[src/hw/bst_pkg.sv]
// package: constants and types of the boundary-scan test access port
package bst_pkg;

   // ------------------------------------------------------------
   // instruction codes
   // ------------------------------------------------------------
   localparam logic [1:0] BST_IR_EXTEST  = 2'h0;
   localparam logic [1:0] BST_IR_SAMPLE  = 2'h1;
   localparam logic [1:0] BST_IR_IDCODE  = 2'h2;
   localparam logic [1:0] BST_IR_BYPASS  = 2'h3;
   localparam logic [1:0] BST_IR_CAPTURE = 2'h1;
   localparam logic [1:0] BST_IR_RESET   = 2'h2;

   // ------------------------------------------------------------
   // identification register layout
   // ------------------------------------------------------------
   localparam int BST_ID_REV_LSB   = 28;
   localparam int BST_ID_PART_LSB  = 12;
   localparam int BST_ID_MAKER_LSB = 1;
   localparam int BST_ID_REV_W     = 4;
   localparam int BST_ID_PART_W    = 16;
   localparam int BST_ID_MAKER_W   = 11;

   // ------------------------------------------------------------
   // boundary chain and timing
   // ------------------------------------------------------------
   localparam int BST_BSR_CELLS    = 177;
   localparam int BST_CLK_HZ       = 25000000;
   localparam int BST_TCK_MAX_HZ   = 10000000;
   localparam int BST_TCK_MIN_CYC  = (BST_CLK_HZ + BST_TCK_MAX_HZ - 1) / BST_TCK_MAX_HZ;

   typedef enum logic [15:0] {
      BST_RESET   = 16'h0001,
      BST_IDLE    = 16'h0002,
      BST_SEL_DR  = 16'h0004,
      BST_CAP_DR  = 16'h0008,
      BST_SH_DR   = 16'h0010,
      BST_EX1_DR  = 16'h0020,
      BST_PAU_DR  = 16'h0040,
      BST_EX2_DR  = 16'h0080,
      BST_UPD_DR  = 16'h0100,
      BST_SEL_IR  = 16'h0200,
      BST_CAP_IR  = 16'h0400,
      BST_SH_IR   = 16'h0800,
      BST_EX1_IR  = 16'h1000,
      BST_PAU_IR  = 16'h2000,
      BST_EX2_IR  = 16'h4000,
      BST_UPD_IR  = 16'h8000
   } bst_state_t;

endpackage

[src/hw/bst_tap.sv]
// boundary-scan test access port: controller, instruction and data registers
module bst_tap
   import bst_pkg::*;
#(
   parameter int              CELLS        = BST_BSR_CELLS,
   parameter logic [3:0]      ID_REVISION  = 4'h1,     // arbitrary value
   parameter logic [15:0]     ID_PART      = 16'h1234, // arbitrary value
   parameter logic [10:0]     ID_MAKER     = 11'h155   // arbitrary value
) (
   input  wire logic             i_clk,
   input  wire logic             i_reset_n,
   input  wire logic             i_tck,
   input  wire logic             i_tms,
   input  wire logic             i_tdi,
   input  wire logic             i_test_reset_n,
   output logic                  o_tdo,
   output logic                  o_tdo_oe,
   input  wire logic [CELLS-1:0] i_pin_side,
   input  wire logic [CELLS-1:0] i_core_side,
   output logic      [CELLS-1:0] o_lead,
   output logic                  o_extest
);
   if (CELLS < 2) begin : g_bad_cells
      $error("boundary chain too short");
   end

   // ------------------------------------------------------------
   // reset and pin synchronisation
   // ------------------------------------------------------------
   logic       rst_meta_q;
   logic       rst_q;
   logic [3:0] pin_sync;
   logic [3:0] pin_rise;
   logic [3:0] pin_fall;
   logic       tck_rise;
   logic       tck_fall;
   logic       tms_s;
   logic       tdi_s;
   logic       trst_s;
   logic [CELLS-1:0] pins_s;

   always_ff @(posedge i_clk or negedge i_reset_n) begin
      if (!i_reset_n) begin
         rst_meta_q <= 1'b0;
         rst_q      <= 1'b0;
      end else begin
         rst_meta_q <= 1'b1;
         rst_q      <= rst_meta_q;
      end
   end

   // test reset is asynchronous at the pin; it is also folded into the
   // tap reset so a short low pulse still clears the controller
   logic tap_rst_n;
   assign tap_rst_n = rst_q & i_test_reset_n;

   bst_sync #(
      .WIDTH (4)
   ) u_sync (
      .i_clk   (i_clk),
      .i_rst_n (rst_q),
      .i_async ({i_test_reset_n, i_tdi, i_tms, i_tck}),
      .o_sync  (pin_sync),
      .o_rise  (pin_rise),
      .o_fall  (pin_fall)
   );
   assign tck_rise = pin_rise[0] & trst_s;
   assign tck_fall = pin_fall[0];
   assign tms_s    = pin_sync[1];
   assign tdi_s    = pin_sync[2];
   assign trst_s   = pin_sync[3];
   bst_sync #(.WIDTH (CELLS)) u_pin_sync (.i_clk (i_clk), .i_rst_n (rst_q),
      .i_async (i_pin_side), .o_sync (pins_s), .o_rise (), .o_fall ());

   // ------------------------------------------------------------
   // controller
   // ------------------------------------------------------------
   bst_state_t st_q;
   bst_state_t st_d;

   always_comb begin
      st_d = st_q;
      if (tck_rise) begin
         case (st_q)
            BST_RESET:  st_d = tms_s ? BST_RESET  : BST_IDLE;
            BST_IDLE:   st_d = tms_s ? BST_SEL_DR : BST_IDLE;
            BST_SEL_DR: st_d = tms_s ? BST_SEL_IR : BST_CAP_DR;
            BST_CAP_DR: st_d = tms_s ? BST_EX1_DR : BST_SH_DR;
            BST_SH_DR:  st_d = tms_s ? BST_EX1_DR : BST_SH_DR;
            BST_EX1_DR: st_d = tms_s ? BST_UPD_DR : BST_PAU_DR;
            BST_PAU_DR: st_d = tms_s ? BST_EX2_DR : BST_PAU_DR;
            BST_EX2_DR: st_d = tms_s ? BST_UPD_DR : BST_SH_DR;
            BST_UPD_DR: st_d = tms_s ? BST_SEL_DR : BST_IDLE;
            BST_SEL_IR: st_d = tms_s ? BST_RESET  : BST_CAP_IR;
            BST_CAP_IR: st_d = tms_s ? BST_EX1_IR : BST_SH_IR;
            BST_SH_IR:  st_d = tms_s ? BST_EX1_IR : BST_SH_IR;
            BST_EX1_IR: st_d = tms_s ? BST_UPD_IR : BST_PAU_IR;
            BST_PAU_IR: st_d = tms_s ? BST_EX2_IR : BST_PAU_IR;
            BST_EX2_IR: st_d = tms_s ? BST_UPD_IR : BST_SH_IR;
            BST_UPD_IR: st_d = tms_s ? BST_SEL_DR : BST_IDLE;
            default:    st_d = BST_RESET;
         endcase
      end
      if (!trst_s) begin
         st_d = BST_RESET;
      end
   end

   always_ff @(posedge i_clk or negedge tap_rst_n) begin
      if (!tap_rst_n) begin
         st_q <= BST_RESET;
      end else begin
         st_q <= st_d;
      end
   end

   // ------------------------------------------------------------
   // instruction and data registers
   // ------------------------------------------------------------
   logic [1:0]       ir_sh_q, ir_sh_d;
   logic [1:0]       ir_q, ir_d;
   logic             byp_q, byp_d;
   logic [31:0]      id_q, id_d;
   logic [CELLS-1:0] bsr_q, bsr_d;
   logic [CELLS-1:0] upd_q, upd_d;
   logic [31:0]      id_word;

   assign id_word = {ID_REVISION, ID_PART, ID_MAKER, 1'b1};

   always_comb begin
      ir_sh_d = ir_sh_q;
      ir_d    = ir_q;
      byp_d   = byp_q;
      id_d    = id_q;
      bsr_d   = bsr_q;
      upd_d   = upd_q;
      if (tck_rise) begin
         case (st_q)
            BST_CAP_IR: begin
               ir_sh_d = BST_IR_CAPTURE;
            end
            BST_SH_IR: begin
               ir_sh_d = {tdi_s, ir_sh_q[1]};
            end
            BST_UPD_IR: begin
               ir_d = ir_sh_q;
            end
            BST_CAP_DR: begin
               byp_d = 1'b0;
               id_d  = id_word;
               if (ir_q == BST_IR_EXTEST || ir_q == BST_IR_SAMPLE) begin
                  bsr_d = pins_s;
               end
            end
            BST_SH_DR: begin
               byp_d = tdi_s;
               id_d  = {tdi_s, id_q[31:1]};
               bsr_d = {tdi_s, bsr_q[CELLS-1:1]};
            end
            BST_UPD_DR: begin
               if (ir_q == BST_IR_EXTEST || ir_q == BST_IR_SAMPLE) begin
                  upd_d = bsr_q;
               end
            end
            default: begin
            end
         endcase
      end
      if (!trst_s || st_q == BST_RESET) begin
         ir_d = BST_IR_RESET;
      end
   end

   always_ff @(posedge i_clk or negedge tap_rst_n) begin
      if (!tap_rst_n) begin
         ir_sh_q <= 2'h0;
         ir_q    <= BST_IR_RESET;
         byp_q   <= 1'b0;
         id_q    <= 32'h0;
         bsr_q   <= '0;
         upd_q   <= '0;
      end else begin
         ir_sh_q <= ir_sh_d;
         ir_q    <= ir_d;
         byp_q   <= byp_d;
         id_q    <= id_d;
         bsr_q   <= bsr_d;
         upd_q   <= upd_d;
      end
   end

   // ------------------------------------------------------------
   // serial output, falling test clock edge
   // ------------------------------------------------------------
   logic tdo_q, tdo_d;
   logic oe_q, oe_d;
   logic dr_bit;

   always_comb begin
      case (ir_q)
         BST_IR_EXTEST: dr_bit = bsr_q[0];
         BST_IR_SAMPLE: dr_bit = bsr_q[0];
         BST_IR_IDCODE: dr_bit = id_q[0];
         default:       dr_bit = byp_q;
      endcase
      tdo_d = tdo_q;
      oe_d  = oe_q;
      if (tck_fall) begin
         oe_d  = (st_q == BST_SH_IR) || (st_q == BST_SH_DR);
         tdo_d = (st_q == BST_SH_IR) ? ir_sh_q[0] : dr_bit;
      end
   end

   always_ff @(posedge i_clk or negedge tap_rst_n) begin
      if (!tap_rst_n) begin
         tdo_q <= 1'b0;
         oe_q  <= 1'b0;
      end else begin
         tdo_q <= tdo_d;
         oe_q  <= oe_d;
      end
   end

   // ------------------------------------------------------------
   // lead multiplexing
   // ------------------------------------------------------------
   logic [CELLS-1:0] lead_q, lead_d;
   logic             ext_q, ext_d;

   always_comb begin
      ext_d  = (ir_q == BST_IR_EXTEST);
      lead_d = ext_d ? upd_q : i_core_side;
   end

   // registered for a clean output; costs one clock of latency in mission mode
   always_ff @(posedge i_clk or negedge rst_q) begin
      if (!rst_q) begin
         lead_q <= '0;
         ext_q  <= 1'b0;
      end else begin
         lead_q <= lead_d;
         ext_q  <= ext_d;
      end
   end

   assign o_tdo    = tdo_q;
   assign o_tdo_oe = oe_q;
   assign o_lead   = lead_q;
   assign o_extest = ext_q;

   // ------------------------------------------------------------
   // checks
   // ------------------------------------------------------------
   AST_OE_SHIFT_ONLY: assert property (@(posedge i_clk) disable iff (!tap_rst_n)
      $rose(oe_q) |-> $past(st_q == BST_SH_IR || st_q == BST_SH_DR))
      else $error("output enabled outside shift state");
   AST_CAPIR_PATTERN: assert property (@(posedge i_clk) disable iff (!tap_rst_n)
      (tck_rise && st_q == BST_CAP_IR && trst_s) |=> (ir_sh_q == 2'h1))
      else $error("capture-instruction pattern wrong");
   AST_RESET_IR: assert property (@(posedge i_clk) disable iff (!tap_rst_n)
      (st_q == BST_RESET) |=> (ir_q == BST_IR_IDCODE))
      else $error("reset did not select identification");
   AST_TRST_STATE: assert property (@(posedge i_clk) disable iff (!rst_q)
      !trst_s |=> (st_q == BST_RESET))
      else $error("test reset ignored");
   AST_TRANSPARENT: assert property (@(posedge i_clk) disable iff (!rst_q)
      (ir_q != BST_IR_EXTEST) ##1 (ir_q != BST_IR_EXTEST) |-> (lead_q == $past(i_core_side)))
      else $error("leads altered outside extest");
   AST_BYPASS_DELAY: assert property (@(posedge i_clk) disable iff (!tap_rst_n)
      (tck_rise && st_q == BST_SH_DR && trst_s) |=> (byp_q == $past(tdi_s)))
      else $error("bypass stage not loaded");
   AST_ID_LSB: assert property (@(posedge i_clk) disable iff (!tap_rst_n)
      (tck_rise && st_q == BST_CAP_DR && trst_s) |=> (id_q[0] == 1'b1))
      else $error("identification bit zero not one");
   AST_TDO_IR: assert property (@(posedge i_clk) disable iff (!tap_rst_n)
      (tck_fall && st_q == BST_SH_IR) |=> (tdo_q == $past(ir_sh_q[0]) && oe_q))
      else $error("instruction bit not on output");
endmodule

[src/hw/bst_sync.sv]
// two-flop synchroniser with edge pulses for the test pins
module bst_sync
   import bst_pkg::*;
#(
   parameter int WIDTH = 4
) (
   input  wire logic             i_clk,
   input  wire logic             i_rst_n,
   input  wire logic [WIDTH-1:0] i_async,
   output logic      [WIDTH-1:0] o_sync,
   output logic      [WIDTH-1:0] o_rise,
   output logic      [WIDTH-1:0] o_fall
);
   logic [WIDTH-1:0] meta_q;
   logic [WIDTH-1:0] sync_q;
   logic [WIDTH-1:0] last_q;

   if (WIDTH < 1) begin : g_bad_width
      $error("bst_sync width must be positive");
   end

   always_ff @(posedge i_clk or negedge i_rst_n) begin
      if (!i_rst_n) begin
         meta_q <= '0;
         sync_q <= '0;
         last_q <= '0;
      end else begin
         meta_q <= i_async;
         sync_q <= meta_q;
         last_q <= sync_q;
      end
   end

   assign o_sync = sync_q;
   assign o_rise = sync_q & ~last_q;
   assign o_fall = ~sync_q & last_q;
endmodule

[config.mk]
export PLATFORM = sky130hd
export DESIGN_NAME = bst_tap
export DESIGN_NICKNAME = d
export VERILOG_FILES = /design/src/hw/bst_pkg.sv /design/src/hw/bst_tap.sv /design/src/hw/bst_sync.sv
export SDC_FILE = /design/constraint.sdc
export NUM_CORES = 1
export LEC_CHECK = 0
export BUFFER_PORTS_ARGS = -buffer_cell sky130_fd_sc_hd__buf_2
export CAP_MARGIN = 10
export CORE_MARGIN = 10
export CORE_UTILIZATION = 45
export CTS_CLUSTER_SIZE = 25
export DETAILED_ROUTE_END_ITERATION = 6
export PLACE_DENSITY_LB_ADDON = 0.12
export SETUP_SLACK_MARGIN = 0.4
export SLEW_MARGIN = 20
export SYNTH_ARGS = -nofsm -noshare
export SYNTH_HDL_FRONTEND = slang
export SYNTH_SLANG_ARGS = --single-unit
[constraint.sdc]
create_clock -name i_clk -period 23.9 [get_ports i_clk]
set_clock_uncertainty 0.05 [all_clocks]
set_input_delay 4.78 -clock i_clk [delete_from_list [all_inputs] [get_ports i_clk]]
set_output_delay 4.78 -clock i_clk [all_outputs]
set_load 0.01 [all_outputs]
# Word-level counts from Yosys, hierarchy flattened
# Cells that the tools add are included.
# word_totals
regBits,952
input_bits,360
output_inout_bits,180
elab_cells,88
# op_classes
eq_ne,20
mux,26
n_bitwise,6
reduce_logical,18
# op_table
cell,count
177-bit 2-to-1 mux,2
177-bit one-hot mux with 2 select lines,1
16-bit one-hot mux with 12 select lines,1
16-bit 2-to-1 mux,4
32-bit one-hot mux with 2 select lines,1
9-bit 2-to-1 mux,2
"16-bit by 1-bit == test with 1-bit output, second input constant",1
"16-bit by 10-bit == test with 1-bit output, second input constant",1
"16-bit by 11-bit == test with 1-bit output, second input constant",1
"16-bit by 12-bit == test with 1-bit output, second input constant",1
"16-bit by 13-bit == test with 1-bit output, second input constant",1
"16-bit by 14-bit == test with 1-bit output, second input constant",1
"16-bit by 15-bit == test with 1-bit output, second input constant",1
"16-bit == test, second input constant",1
"16-bit by 2-bit == test with 1-bit output, second input constant",1
"16-bit by 3-bit == test with 1-bit output, second input constant",1
"16-bit by 4-bit == test with 1-bit output, second input constant",1
"16-bit by 5-bit == test with 1-bit output, second input constant",1
"16-bit by 6-bit == test with 1-bit output, second input constant",1
"16-bit by 7-bit == test with 1-bit output, second input constant",1
"16-bit by 8-bit == test with 1-bit output, second input constant",1
"16-bit by 9-bit == test with 1-bit output, second input constant",1
15-bit 2-to-1 mux,1
13-bit 2-to-1 mux,1
other kinds (22),41

# Longest topological paths before layout
# depth
ltp_word,5
depth_mapped,8
mapped_depth_nobuf,5

# Modules after synthesis
# Synthesis repeated with hierarchy kept, for this count alone.
# unflattened
cells_unflattened,2481
hier_area_um2,41165.7
# by_module_without_submodules
mod,n_inst,cells_per_inst,area_each_um2,seq_area_each_um2
bst_tap,1,1576,24407.2,14716.6
bst_sync at u_pin_sync,1,885,16388.2,13287.7
bst_sync at u_sync,1,20,370.4,300.3

# Least setup slack after synthesis
# OpenSTA, ideal clock, no wires.
# synth_timing
kind,register -> output
start,register tdo_q (netlist: o_tdo)
end,output port o_tdo
t_arrival_ns,0.385
required_ns,19.070
setup_slack_ns,18.685
path_stages_with_launch,1
path_cell_list,dfrtp_1
# synth_lines
element,line,source
"start, declared",bst_tap.sv:195,"logic tdo_q, tdo_d;"
"start signal, assigned",bst_tap.sv:219,tdo_q <= tdo_d;
"end, declared",bst_tap.sv:16,"output logic o_tdo,"
# No word-level cell between the ends.

==> qor.csv <==
metric;value;unit
gpl congestion;0.806;
pwr dens;81.4;nW/um2
final core utilization;0.546;
CP arrival;7.81;ns
vias;17600;
Syn-to-layout area delta;20.3;%
Net Count, Synth;2280;
max incr delay on CP;0.80;ns
static leakage;19.7;nW
Setup crit start kind;input pin;
WL/cell;21.1;um
Syn. warnings;0;
post-cts gate resize count;0;
H-tree Lvls;3;
post-route setup slack;16.67;ns
CTS max path bufs;3;
PortBufs;539;
Top-Level Pins;540;
top cell type's share of synthesized area;0.704;
critical-path maximum fanout;70;
Filler Cells Inserted;6047;
r2r worst-path depth;7;
minimum clock period after layout;7.23;ns
post-route cell area;40600;um2
synthesized area per cell;17.6;um2
Max Fclk;138;MHz
met2 WL;37900;um
Slew Limit Fails;0;
synthesized area;33700;um2
gr ovfl total;0;
TritonRoute pass-1 iters;5;
top cells by count, synth;949 x dfrtp_1, 582 x mux2_2, 69 x mux2_1;
Cell variety after synth;52;
WL met3;5000;um
fin cells;3540;
CTS tree;built;
first-pass GRT wire length;117000;um
top_reg_cell synth;dfrtp_1;
RR Startpoint;st_q[8]$_DFFE_PN0P_;
starting density of the core;0.454;
Tot GR Track Use;0.173;
row count;100;
cells after synthesis;1920;
Routed Antenna Nets;0;
max_cap viols;0;
multi-input logic area;9340;um2
final setup violating endpoints;0;
Post-synth EDFFs;0;
sequential area share after synthesis;0.706;
dpl cells;3357;
Post-CTS Setup Bufs;0;
Hold Slack;0.163;ns
die width;294;um
Placed Area;37300;um2
Worst-path clk slew;0.06;ns
CP Class;input pin to async pin;
Reg area;23800;um2
hold_buf cts;0;
vias per inst;4.97;
Final Cycle Share;0.303;
worst slew pin tran;1.06;ns
core area;74300;um2
CP Cell Sequence;buf_2, and2_4, buf_16, buf_4, buf_4, buf_4;
Pwr Total;3.30;mW
cell with the most instances after synthesis;dfrtp_1;
die area;86300;um2
Highest Signal Layer;met5;
wl on met1;30300;um
vias in the first global route;19800;
RSZ-0062 raised after global routing;false;
layout cells sized above 1;0.535;
DRT iter0 DRCs;734;
VDD IR-drop max;52.4;uV
Crit path top cell by count;buf_4;
post-synthesis register bit count;951;
area leader, netlist;dfrtp_1;
die height;294;um
status;completed;
critical path required time;24.48;ns
total negative slack;0;ns
Root Driver;clkbuf_16;
clock buffer count from CTS;97;
total routed wirelength;74800;um
Synth async-reset ratio;1.00;
Skew-Pair Late Insertion Delay;0.64;ns
ranking of synthesized cells by area;dfrtp_1 70%, mux2_2 19%, mux2_4 2.5%;
drt drc;0;
largest net degree at the start of global routing;141;
Post-DP HPWL;50800;um
Slowest cell on crit path;buf_4;
antenna violations before repair;21;
nets@finish;2848;
Hold Vio Cnt, Final;0;
delay-heaviest family, CP;buffers and inverters;
Max-slew headroom;0.292;
WP buf/inv;5;
CTS sink cnt;951;
endpoint class of the critical path;async pin;
worst reg-to-reg setup slack;19.58;ns
Setup Slack @ Placement;15.54;ns
worst r2r dst;bsr_q[156]$_DFFE_PN0P_;
hold crit path type;flop to async pin;
cell type report:
| type | instances | share of cell area |
|---|---|---|
| diodes | 4 | 0.000247 |
| clock buffers | 147 | 0.0717 |
| clock inverters | 31 | 0.00848 |
| inverters | 5 | 0.000463 |
| multi-input cells | 869 | 0.230 |
| flip-flops and latches | 951 | 0.587 |
| well taps | 969 | 0.0299 |
| repair buffers | 564 | 0.0720 |
sequential cells by signal, indices dropped and copies added (netlist names), 2 cells and up:
register,count
bsr_q,177
id_q,31
ir_q,2
ir_sh_q,2
o_lead,177
st_q,16
u_pin_sync.meta_q,177
u_pin_sync.o_sync,177
u_sync.meta_q,4
u_sync.o_sync,4
upd_q,177
worst max path at each step:
stage / startpoint / endpoint / slack, ns / depth (start not counted)
after floorplan: rst_q$_DFF_PN0_ / bsr_q[0]$_DFFE_PN0P_ / 3.51 / 1
after global placement: i_test_reset_n / upd_q[103]$_DFFE_PN0P_ / 15.60 / 5
after detailed placement: i_test_reset_n / bsr_q[103]$_DFFE_PN0P_ / 15.54 / 5
after CTS: i_test_reset_n / bsr_q[96]$_DFFE_PN0P_ / 16.21 / 5
after global routing: i_test_reset_n / upd_q[90]$_DFFE_PN0P_ / 16.12 / 6
final: i_test_reset_n / upd_q[90]$_DFFE_PN0P_ / 16.67 / 6
logic make-up (layout without fill, tap and decap cells):
family	after synthesis	after routing	share of synthesized area
flip-flops	951	951	0.706
multiplexers	713	713	0.244
buffers and inverters	100	747	0.0174
AND/OR/NAND/NOR	83	83	0.0152
AO/OA/AOI/OAI	66	66	0.0154
XOR/XNOR	6	6	0.00156
other	1	5	0.000111
cells in the final DEF (no fill, tap or decap), types with 4 or more instances in the layout:
cell type / netlist / layout
dfrtp_1: 949 / 948
mux2_2: 582 / 582
buf_2: 29 / 539
clkbuf_16: 0 / 99
mux2_1: 69 / 69
mux2_4: 57 / 57
a22o_1: 25 / 25
clkbuf_8: 0 / 25
clkbuf_1: 40 / 23
buf_4: 7 / 22
nand2_1: 20 / 20
clkinv_2: 0 / 19
nor2_1: 15 / 13
o21ai_0: 13 / 13
o22a_1: 12 / 12
nand3_1: 8 / 8
nor4_1: 6 / 6
inv_1: 5 / 5
nand4_1: 5 / 5
mux2i_1: 5 / 5
bufinv_16: 0 / 5
diode_2: 0 / 4
nor4b_1: 4 / 4
nand2b_1: 4 / 4
metal layers:
metal | track usage | vias up
met2 | 0.290 | 457
met3 | 0.0517 | 119
met1 | 0.215 | 9120
met5 | 0 | -
li1 | - | 7881
met4 | 0.0494 | 30
power by group:
part	total, mW	internal [mW]	leakage, nW	switching [mW]
Combinational	0.124	0.0554	6.09	0.0689
Clock	1.51	0.895	1.61	0.612
Sequential	1.67	1.66	12.0	0.0134
No activity file was read; power rests on OpenSTA's default activity.
